### src/hdl/rtcc_pkg.sv
// Constants and types of the radio task-control configuration block
`default_nettype none
package rtcc_pkg;
   localparam int unsigned RTCC_ADDR_W = 16;
   localparam int unsigned RTCC_DATA_W = 8;
   localparam logic [15:0] RTCC_TASK_CONF_OFS = 16'h6001;
   localparam logic [15:0] RTCC_STATUS_OFS    = 16'h6010;
   localparam logic [7:0]  RTCC_TASK_CONF_RST = 8'h00;
   // Field positions inside task_control_config
   localparam int unsigned RTCC_MODE_LSB   = 0;
   localparam int unsigned RTCC_REPEAT_BIT = 2;
   localparam int unsigned RTCC_START_BIT  = 3;
   localparam int unsigned RTCC_STOP_LSB   = 4;
   localparam int unsigned RTCC_CCPOL_BIT  = 6;
   localparam int unsigned RTCC_RPTBHV_BIT = 7;
   // Operation modes
   localparam logic [1:0] RTCC_MODE_FIXED = 2'h0;
   localparam logic [1:0] RTCC_MODE_VAR   = 2'h1;
   localparam logic [1:0] RTCC_MODE_AUTO9 = 2'h2;
   localparam logic [1:0] RTCC_MODE_AUTO10 = 2'h3;
   localparam logic [3:0] RTCC_HDR_NONE  = 4'h0;
   localparam logic [3:0] RTCC_HDR_NINE  = 4'h9;
   localparam logic [3:0] RTCC_HDR_TEN   = 4'ha;
   // Timer stop policies
   localparam logic [1:0] RTCC_STOP_NONE  = 2'h0;
   localparam logic [1:0] RTCC_STOP_AFTER = 2'h1;
   localparam logic [1:0] RTCC_STOP_ABORT = 2'h2;
   localparam logic [1:0] RTCC_STOP_FIRST = 2'h3;
   // Task end causes
   localparam logic [2:0] RTCC_END_NONE  = 3'h0;
   localparam logic [2:0] RTCC_END_OK    = 3'h1;
   localparam logic [2:0] RTCC_END_STOP  = 3'h2;
   localparam logic [2:0] RTCC_END_ABORT = 3'h3;
   localparam logic [2:0] RTCC_END_BUSY  = 3'h4;
   typedef enum logic [5:0] {
      RTCC_ST_IDLE   = 6'h01,
      RTCC_ST_CAL    = 6'h02,
      RTCC_ST_TRIG   = 6'h04,
      RTCC_ST_LISTEN = 6'h08,
      RTCC_ST_SEARCH = 6'h10,
      RTCC_ST_ACTIVE = 6'h20
   } rtcc_state_t;
endpackage
`default_nettype wire

### src/hdl/rtcc_mode_decode.sv
// Decode of the operation-mode field into packet format selects
`default_nettype none
module rtcc_mode_decode
   import rtcc_pkg::*;
(
   input  wire logic [1:0] mode_field,
   output logic            basic_fixed,
   output logic            basic_variable,
   output logic            auto_mode,
   output logic [3:0]      header_bits
);
   assign basic_fixed    = (mode_field == RTCC_MODE_FIXED);
   assign basic_variable = (mode_field == RTCC_MODE_VAR);
   assign auto_mode      = mode_field[1];
   assign header_bits    = (mode_field == RTCC_MODE_AUTO9)  ? RTCC_HDR_NINE :
                           (mode_field == RTCC_MODE_AUTO10) ? RTCC_HDR_TEN  :
                           RTCC_HDR_NONE;
endmodule // rtcc_mode_decode
`default_nettype wire

### src/hdl/rtcc_stop_policy.sv
// Timer event 2 stop decision for the running task
`default_nettype none
module rtcc_stop_policy
   import rtcc_pkg::*;
(
   input  wire logic [1:0] stop_sel,
   input  wire logic       event2,
   input  wire logic       busy,
   input  wire logic       waiting,
   input  wire logic       in_active,
   input  wire logic       in_first,
   output logic            end_now,
   output logic            abort_now,
   output logic            end_after
);
   wire is_after = (stop_sel == RTCC_STOP_AFTER);
   wire is_first = (stop_sel == RTCC_STOP_FIRST);
   // Sync search and waits end at once, a packet in flight is let finish
   assign end_now   = event2 & ((is_after & waiting) | (is_first & in_first));
   assign end_after = event2 & is_after & in_active;
   assign abort_now = event2 & busy & (stop_sel == RTCC_STOP_ABORT);
endmodule // rtcc_stop_policy
`default_nettype wire

### src/hdl/rtcc_task_control.sv
// Task-control configuration register and the task sequencer it steers
// Operation
// - Mode 00 runs basic fixed-length, 01 basic variable-length packets.
// - Mode 10 runs automatic mode with 9-bit header, 11 with 10-bit.
// - Start bit clear starts at once; set waits for timer event 1.
// - Stop 01: event 2 ends after current packet, at once when waiting.
// - Stop 10: event 2 aborts transmit or receive immediately.
// - Stop 11: event 2 ends task only in first search or assessment.
// - Policy clear: keep listening until signal drops below level, then transmit.
// - Policy set: end the task when measured signal is above level.
// - Repeat behaviour clear listens before every repeat; set listens only first.
// - Repeated receive: clear recalibrates each listen; set calibrates once.
`default_nettype none
module rtcc_task_control
   import rtcc_pkg::*;
(
   input  wire logic                   core_clk,
   input  wire logic                   rst_b,
   input  wire logic [RTCC_ADDR_W-1:0] reg_addr,
   input  wire logic [RTCC_DATA_W-1:0] reg_wdata,
   input  wire logic                   reg_wr,
   input  wire logic                   reg_rd,
   output logic      [RTCC_DATA_W-1:0] reg_rdata,
   input  wire logic                   task_start,
   input  wire logic                   task_is_tx,
   input  wire logic                   task_cc,
   input  wire logic                   cal_done,
   input  wire logic                   timer_event1,
   input  wire logic                   timer_event2,
   input  wire logic                   rssi_valid,
   input  wire logic                   rssi_below,
   input  wire logic                   sync_found,
   input  wire logic                   packet_done,
   output logic                        parameter_lock_first,
   output logic                        mode_basic_fixed,
   output logic                        mode_basic_variable,
   output logic                        mode_auto,
   output logic      [3:0]             header_bits,
   output logic                        cal_req,
   output logic                        listen_en,
   output logic                        search_en,
   output logic                        active_en,
   output logic                        active_tx,
   output logic                        task_end,
   output logic      [2:0]             end_cause
);
   logic [7:0]       config_reg;
   logic [7:0]       config_next;
   rtcc_state_t      state_reg;
   rtcc_state_t      state_next;
   logic             tx_reg;
   logic             cc_reg;
   logic             first_reg;
   logic             listened_reg;
   logic             pend_reg;
   logic             end_reg;
   logic [2:0]       cause_reg;
   logic [2:0]       cause_next;
   logic [7:0]       rdata_reg;
   logic [7:0]       rdata_next;

   // Field views of the configuration
   wire [1:0] mode_f    = config_reg[RTCC_MODE_LSB +: 2];
   wire       repeat_f  = config_reg[RTCC_REPEAT_BIT];
   wire       start_f   = config_reg[RTCC_START_BIT];
   wire [1:0] stop_f    = config_reg[RTCC_STOP_LSB +: 2];
   wire       ccpol_f   = config_reg[RTCC_CCPOL_BIT];
   wire       rptbhv_f  = config_reg[RTCC_RPTBHV_BIT];

   // Register decode
   wire hit_conf   = (reg_addr == RTCC_TASK_CONF_OFS);
   wire hit_status = (reg_addr == RTCC_STATUS_OFS);
   wire wr_conf    = reg_wr & hit_conf;

   // State views
   wire st_idle   = (state_reg == RTCC_ST_IDLE);
   wire st_cal    = (state_reg == RTCC_ST_CAL);
   wire st_trig   = (state_reg == RTCC_ST_TRIG);
   wire st_listen = (state_reg == RTCC_ST_LISTEN);
   wire st_search = (state_reg == RTCC_ST_SEARCH);
   wire st_active = (state_reg == RTCC_ST_ACTIVE);
   wire busy      = ~st_idle;
   wire waiting   = st_cal | st_trig | st_search | st_listen;
   wire in_first  = first_reg & (st_search | st_listen);

   logic end_now;
   logic abort_now;
   logic end_after;

   rtcc_mode_decode u_mode (
      .mode_field     (mode_f),
      .basic_fixed    (mode_basic_fixed),
      .basic_variable (mode_basic_variable),
      .auto_mode      (mode_auto),
      .header_bits    (header_bits)
   );

   rtcc_stop_policy u_stop (
      .stop_sel  (stop_f),
      .event2    (timer_event2),
      .busy      (busy),
      .waiting   (waiting),
      .in_active (st_active),
      .in_first  (in_first),
      .end_now   (end_now),
      .abort_now (abort_now),
      .end_after (end_after)
   );

   // Listening is skipped on repeats only when the repeat behaviour says so
   wire need_listen = cc_reg & (~listened_reg | ~rptbhv_f);
   wire [5:0] run_st = ~tx_reg      ? RTCC_ST_SEARCH :
                       need_listen  ? RTCC_ST_LISTEN : RTCC_ST_ACTIVE;
   wire [5:0] entry_st = start_f ? RTCC_ST_TRIG : run_st;

   // Ordinary progress, before any stop
   wire cca_ok   = st_listen & rssi_valid & rssi_below;
   wire cca_busy = st_listen & rssi_valid & ~rssi_below & ccpol_f;
   wire pkt_end  = st_active & packet_done;
   // An event 2 in the very cycle the packet completes still ends the task
   wire stop_due = pend_reg | end_after;
   wire fin_ok   = pkt_end & ~stop_due & ~repeat_f;
   wire fin_pend = pkt_end & stop_due;
   wire recal    = pkt_end & ~stop_due & repeat_f & ~tx_reg & ~rptbhv_f;
   wire fin_stop = end_now | fin_pend;
   wire fin_any  = abort_now | fin_stop | fin_ok | cca_busy;

   always_comb begin
      state_next = state_reg;
      cause_next = cause_reg;
      if (abort_now) begin
         state_next = RTCC_ST_IDLE;
         cause_next = RTCC_END_ABORT;
      end else if (fin_stop) begin
         state_next = RTCC_ST_IDLE;
         cause_next = RTCC_END_STOP;
      end else begin
         unique case (state_reg)
            RTCC_ST_IDLE: begin
               if (task_start) begin
                  state_next = RTCC_ST_CAL;
                  cause_next = RTCC_END_NONE;
               end
            end
            RTCC_ST_CAL: begin
               if (cal_done) begin
                  state_next = rtcc_state_t'(entry_st);
               end
            end
            RTCC_ST_TRIG: begin
               if (timer_event1) begin
                  state_next = rtcc_state_t'(run_st);
               end
            end
            RTCC_ST_LISTEN: begin
               if (cca_ok) begin
                  state_next = RTCC_ST_ACTIVE;
               end else if (cca_busy) begin
                  state_next = RTCC_ST_IDLE;
                  cause_next = RTCC_END_BUSY;
               end
            end
            RTCC_ST_SEARCH: begin
               if (sync_found) begin
                  state_next = RTCC_ST_ACTIVE;
               end
            end
            RTCC_ST_ACTIVE: begin
               if (fin_ok) begin
                  state_next = RTCC_ST_IDLE;
                  cause_next = RTCC_END_OK;
               end else if (recal) begin
                  state_next = RTCC_ST_CAL;
               end else if (pkt_end) begin
                  state_next = rtcc_state_t'(entry_st);
               end
            end
            default: begin
               state_next = RTCC_ST_IDLE;
            end
         endcase
      end
   end

   // The engine has no write path into the entry, only the host does
   assign config_next = wr_conf ? reg_wdata : config_reg;
   assign rdata_next  = ~reg_rd    ? 8'h00 :
                        hit_conf   ? config_reg :
                        hit_status ? {busy, first_reg, listened_reg, pend_reg, 1'b0, cause_reg} :
                        8'h00;

   // Reset value is only a safe default, software still sets the entry up
   always_ff @(posedge core_clk or negedge rst_b) begin
      if (!rst_b) begin
         config_reg <= RTCC_TASK_CONF_RST;
         rdata_reg  <= 8'h00;
      end else begin
         config_reg <= config_next;
         rdata_reg  <= rdata_next;
      end
   end

   always_ff @(posedge core_clk or negedge rst_b) begin
      if (!rst_b) begin
         state_reg <= RTCC_ST_IDLE;
         cause_reg <= RTCC_END_NONE;
         end_reg   <= 1'b0;
      end else begin
         state_reg <= state_next;
         cause_reg <= cause_next;
         end_reg   <= busy & fin_any;
      end
   end

   // Task attributes are caught at start so a mid-task pin change is harmless
   always_ff @(posedge core_clk or negedge rst_b) begin
      if (!rst_b) begin
         tx_reg <= 1'b0;
         cc_reg <= 1'b0;
      end else if (st_idle & task_start) begin
         tx_reg <= task_is_tx;
         cc_reg <= task_cc;
      end
   end

   // First phase ends when the first search or assessment is left
   always_ff @(posedge core_clk or negedge rst_b) begin
      if (!rst_b) begin
         first_reg <= 1'b0;
      end else if (st_idle) begin
         first_reg <= task_start;
      end else if ((st_search | st_listen) & (state_next != state_reg)) begin
         first_reg <= 1'b0;
      end
   end

   always_ff @(posedge core_clk or negedge rst_b) begin
      if (!rst_b) begin
         listened_reg <= 1'b0;
      end else if (st_idle) begin
         listened_reg <= 1'b0;
      end else if (cca_ok) begin
         listened_reg <= 1'b1;
      end
   end

   // Deferred stop is held until the packet in flight completes
   always_ff @(posedge core_clk or negedge rst_b) begin
      if (!rst_b) begin
         pend_reg <= 1'b0;
      end else if (st_idle) begin
         pend_reg <= 1'b0;
      end else if (end_after & ~packet_done) begin
         pend_reg <= 1'b1;
      end else if (pkt_end) begin
         pend_reg <= 1'b0;
      end
   end

   assign reg_rdata            = rdata_reg;
   assign parameter_lock_first = busy;
   assign cal_req              = st_cal;
   assign listen_en            = st_listen;
   assign search_en            = st_search;
   assign active_en            = st_active;
   assign active_tx            = st_active & tx_reg;
   assign task_end             = end_reg;
   assign end_cause            = cause_reg;
endmodule // rtcc_task_control
`default_nettype wire

### config.mk
export PLATFORM = sky130hd
export DESIGN_NAME = rtcc_task_control
export DESIGN_NICKNAME = d
export VERILOG_FILES = /design/src/hdl/rtcc_pkg.sv /design/src/hdl/rtcc_mode_decode.sv /design/src/hdl/rtcc_stop_policy.sv /design/src/hdl/rtcc_task_control.sv
export SDC_FILE = /design/constraint.sdc
export NUM_CORES = 1
export LEC_CHECK = 0
export BUFFER_PORTS_ARGS = -buffer_cell sky130_fd_sc_hd__buf_2
export CAP_MARGIN = 20
export CORE_ASPECT_RATIO = 1.75
export CORE_MARGIN = 2
export CORE_UTILIZATION = 54
export DETAILED_ROUTE_END_ITERATION = 8
export PLACE_DENSITY = 0.8
export REMOVE_ABC_BUFFERS = 1
export SLEW_MARGIN = 15
export SYNTH_ARGS = -nofsm -noshare
export SYNTH_HDL_FRONTEND = slang
export SYNTH_SLANG_ARGS = --single-unit
### constraint.sdc
create_clock -name core_clk -period 5.75 [get_ports core_clk]
set_input_delay 0.8625 -clock core_clk [delete_from_list [all_inputs] [get_ports core_clk]]
set_output_delay 0.8625 -clock core_clk [all_outputs]
set_load 0.02 [all_outputs]
==> results.json <==
{
  "status": "complete, no violations",
  "final-setup-viol-count": 0,
  "vias": 1768,
  "cts_tree": "built",
  "min_period_ps": 2790,
  "ctsLongestPathBuffers": 2,
  "synthCells": 195,
  "fmax_mhz": 358,
  "clk_latency_ps": 290,
  "wirelength_um": 5000,
  "critPathSlowestCell": "dfrtp_1",
  "clock-skew-final_ps": 5.15,
  "start_util_pct": 56.8,
  "fp.dieH_um": 83.1,
  "end_kind": "output port",
  "wl_per_cell_um": 16.8,
  "startpoint_type": "flop",
  "gr-total-overflow": 0,
  "die_x_um": 49.2,
  "clkPwrFrac_pct": 28.2,
  "antenna_cells": 0,
  "setup_tns_ps": 0,
  "row_count": 28,
  "root_buffer": "clkbuf_8",
  "htree_num_levels": 2,
  "finalHoldViolations": 0,
  "power.switching_uw": 295,
  "drc": 0,
  "critical_path.max_fanout": 10,
  "yosys_register_bits": 31,
  "p_total_uw": 793,
  "synth_edf_count": 0,
  "grt_pass1_vias": 1833,
  "critical_path.cell_chain": "nor4b_2, and2_1, buf_2",
  "hp-class": "reg -> reg",
  "fin_crit_sh_pct": 48.6,
  "tightest_slew_ps": 723,
  "nNetsFinal": 290,
  "p_per_area_nw_per_um2": 342,
  "place_hpwl_um": 3880,
  "layout-drive-gt1-share_pct": 36.8,
  "grt_max_degree": 32,
  "grt_pass1_wl_um": 8290,
  "yosysUniqueCellTypes": 62,
  "final_common_cell": "buf_2",
  "numPortBuffers": 61,
  "routed_via_density": 5.93,
  "ir_drop_uv": 310,
  "yosysWarnings": 0,
  "pre_cts_ws_ps": 3030,
  "post_cts_resized": 0,
  "nFillCells": 289,
  "drtIter0Drc": 69,
  "maxSlewHeadroom_pct": 51.7,
  "grt_antenna_before_repair": 0,
  "leakage_uw": 0.00113,
  "slew_viol_final": 0,
  "antenna_left": 0,
  "synthFlopType": "dfrtp_1",
  "avgSynthCellArea_um2": 9.91,
  "synth_area_um2": 1930,
  "intPower_uw": 499,
  "worst-path-buf-inv": 1,
  "firstDrtPassIters": 4,
  "hold_buffers": 0,
  "cts_sinks": 31,
  "mostFrequentLayoutCells": "buf_2 (61), dfrtp_1 (30), nor2_1 (15), nand2_1 (15)",
  "io_pins": 63,
  "pwr-share-comb_pct": 35.4,
  "cts_made_buffers": 5,
  "max_stage_delay_ps": 640,
  "crit_family": "simple AND/OR/NAND/NOR gates",
  "rsz0062_at_grt": "false",
  "hold_ws_ps": 517,
  "p_sw_share_pct": 37.2,
  "die-area_um2": 4090,
  "path_class": "reg -> out",
  "coreArea_um2": 3400,
  "post-cts-setup-buffers": 0,
  "yosysSeqAreaShare_pct": 40.2,
  "worst_slack_ps": 2960,
  "place.gp.congestion": 0.918,
  "area_growth_pct": 20.1,
  "crit_arrival_ps": 1930,
  "path_clk_slew_ps": 70,
  "grtUsageTotal_pct": 26.5,
  "seq_power_share_pct": 36.4,
  "synthArstFlopShare_pct": 100,
  "required_ps": 4890,
  "maxCapViolations": 0
}
==> layout make-up <==
class / count / area [µm²] / area share (%)
clock buffers: 6 / 82.6 / 3.56
multi-input cells: 145 / 1030 / 44.2
well taps: 45 / 56.3 / 2.43
clock inverters: 2 / 35.0 / 1.51
inverters: 8 / 37.5 / 1.62
flip-flops and latches: 31 / 777 / 33.5
repair buffers: 61 / 305 / 13.2
==> Yosys cell counts, drive strengths merged, types with 3 or more instances <==
cell type	number	area share, %
a21boi	3	1.2
a21oi	7	1.8
a22oi	7	2.7
and2	5	1.6
and3	4	1.3
buf	8	4.0
clkbuf	3	0.78
dfrtp	30	39
inv	8	1.9
mux2	10	5.8
nand2	15	2.9
nand3	4	1.0
nand3b	3	1.8
nor2	15	2.9
nor2b	10	3.2
nor3	8	2.1
nor4b	4	3.2
o21ai	10	2.6
or3	3	0.97
==> worst paths after layout <==
check	from	end	slack (ps)	cells after the start
max	state_reg[3]$_DFF_PN0_	listen_en	2960	3
max reg2reg	state_reg[3]$_DFF_PN0_	first_reg$_DFFE_PN0P_	3310	8
min	end_cause[1]$_DFFE_PN0P_	end_cause[1]$_DFFE_PN0P_	520	2
min reg2reg	end_cause[1]$_DFFE_PN0P_	end_cause[1]$_DFFE_PN0P_	520	2
max in group asynchronous	rst_b	reg_rdata[2]$_DFF_PN0_	4690	1
min in group asynchronous	rst_b	config_reg[1]$_DFFE_PN0P_	620	1
==> metal layers <==
metal | up-vias | track usage (%) | wire length, µm
li1 | 828 | - | -
met1 | 825 | 26.0 | 1750
met2 | 88 | 46.7 | 2660
met3 | 27 | 5.04 | 283
met4 | 0 | 20.5 | 302
met5 | - | 0 | 0
==> worst min-delay path, stage by stage (launching register included) <==
cell	delay (ps)
dfrtp_1	370
nand2_1	60
nand2_1	50
==> power groups by stage <==
stage | Sequential (µW) | Clock, µW | Combinational [µW]
global route | 293 | 237 | 306
global placement | 291 | 0 | 275
floorplan | 275 | 0 | 205
CTS | 287 | 224 | 279
finish | 288 | 224 | 281
detailed placement | 291 | 0 | 278
==> kinds of logic after synthesis <==
family	Yosys count	synth area share [%]
xor+xnor	2	1.30
compound gates	47	18.2
fa+ha+maj	1	0.518
other cells	1	0.194
buf+inv	19	6.67
flops	31	40.2
mux	10	5.83
simple gates	84	27.1
==> per-stage QoR <==
| stage | utilization, % | cell area [µm²] | std cells |
|---|---|---|---|
| floorplan | - | 1840 | 184 |
| global placement | 64.8 | 2200 | 290 |
| detailed placement | 64.8 | 2200 | 290 |
| CTS | 68.3 | 2320 | 298 |
| global route | 68.3 | 2320 | 298 |
| finish | 68.3 | 2320 | 298 |
Note: power is estimated with default switching activity, not from simulation.
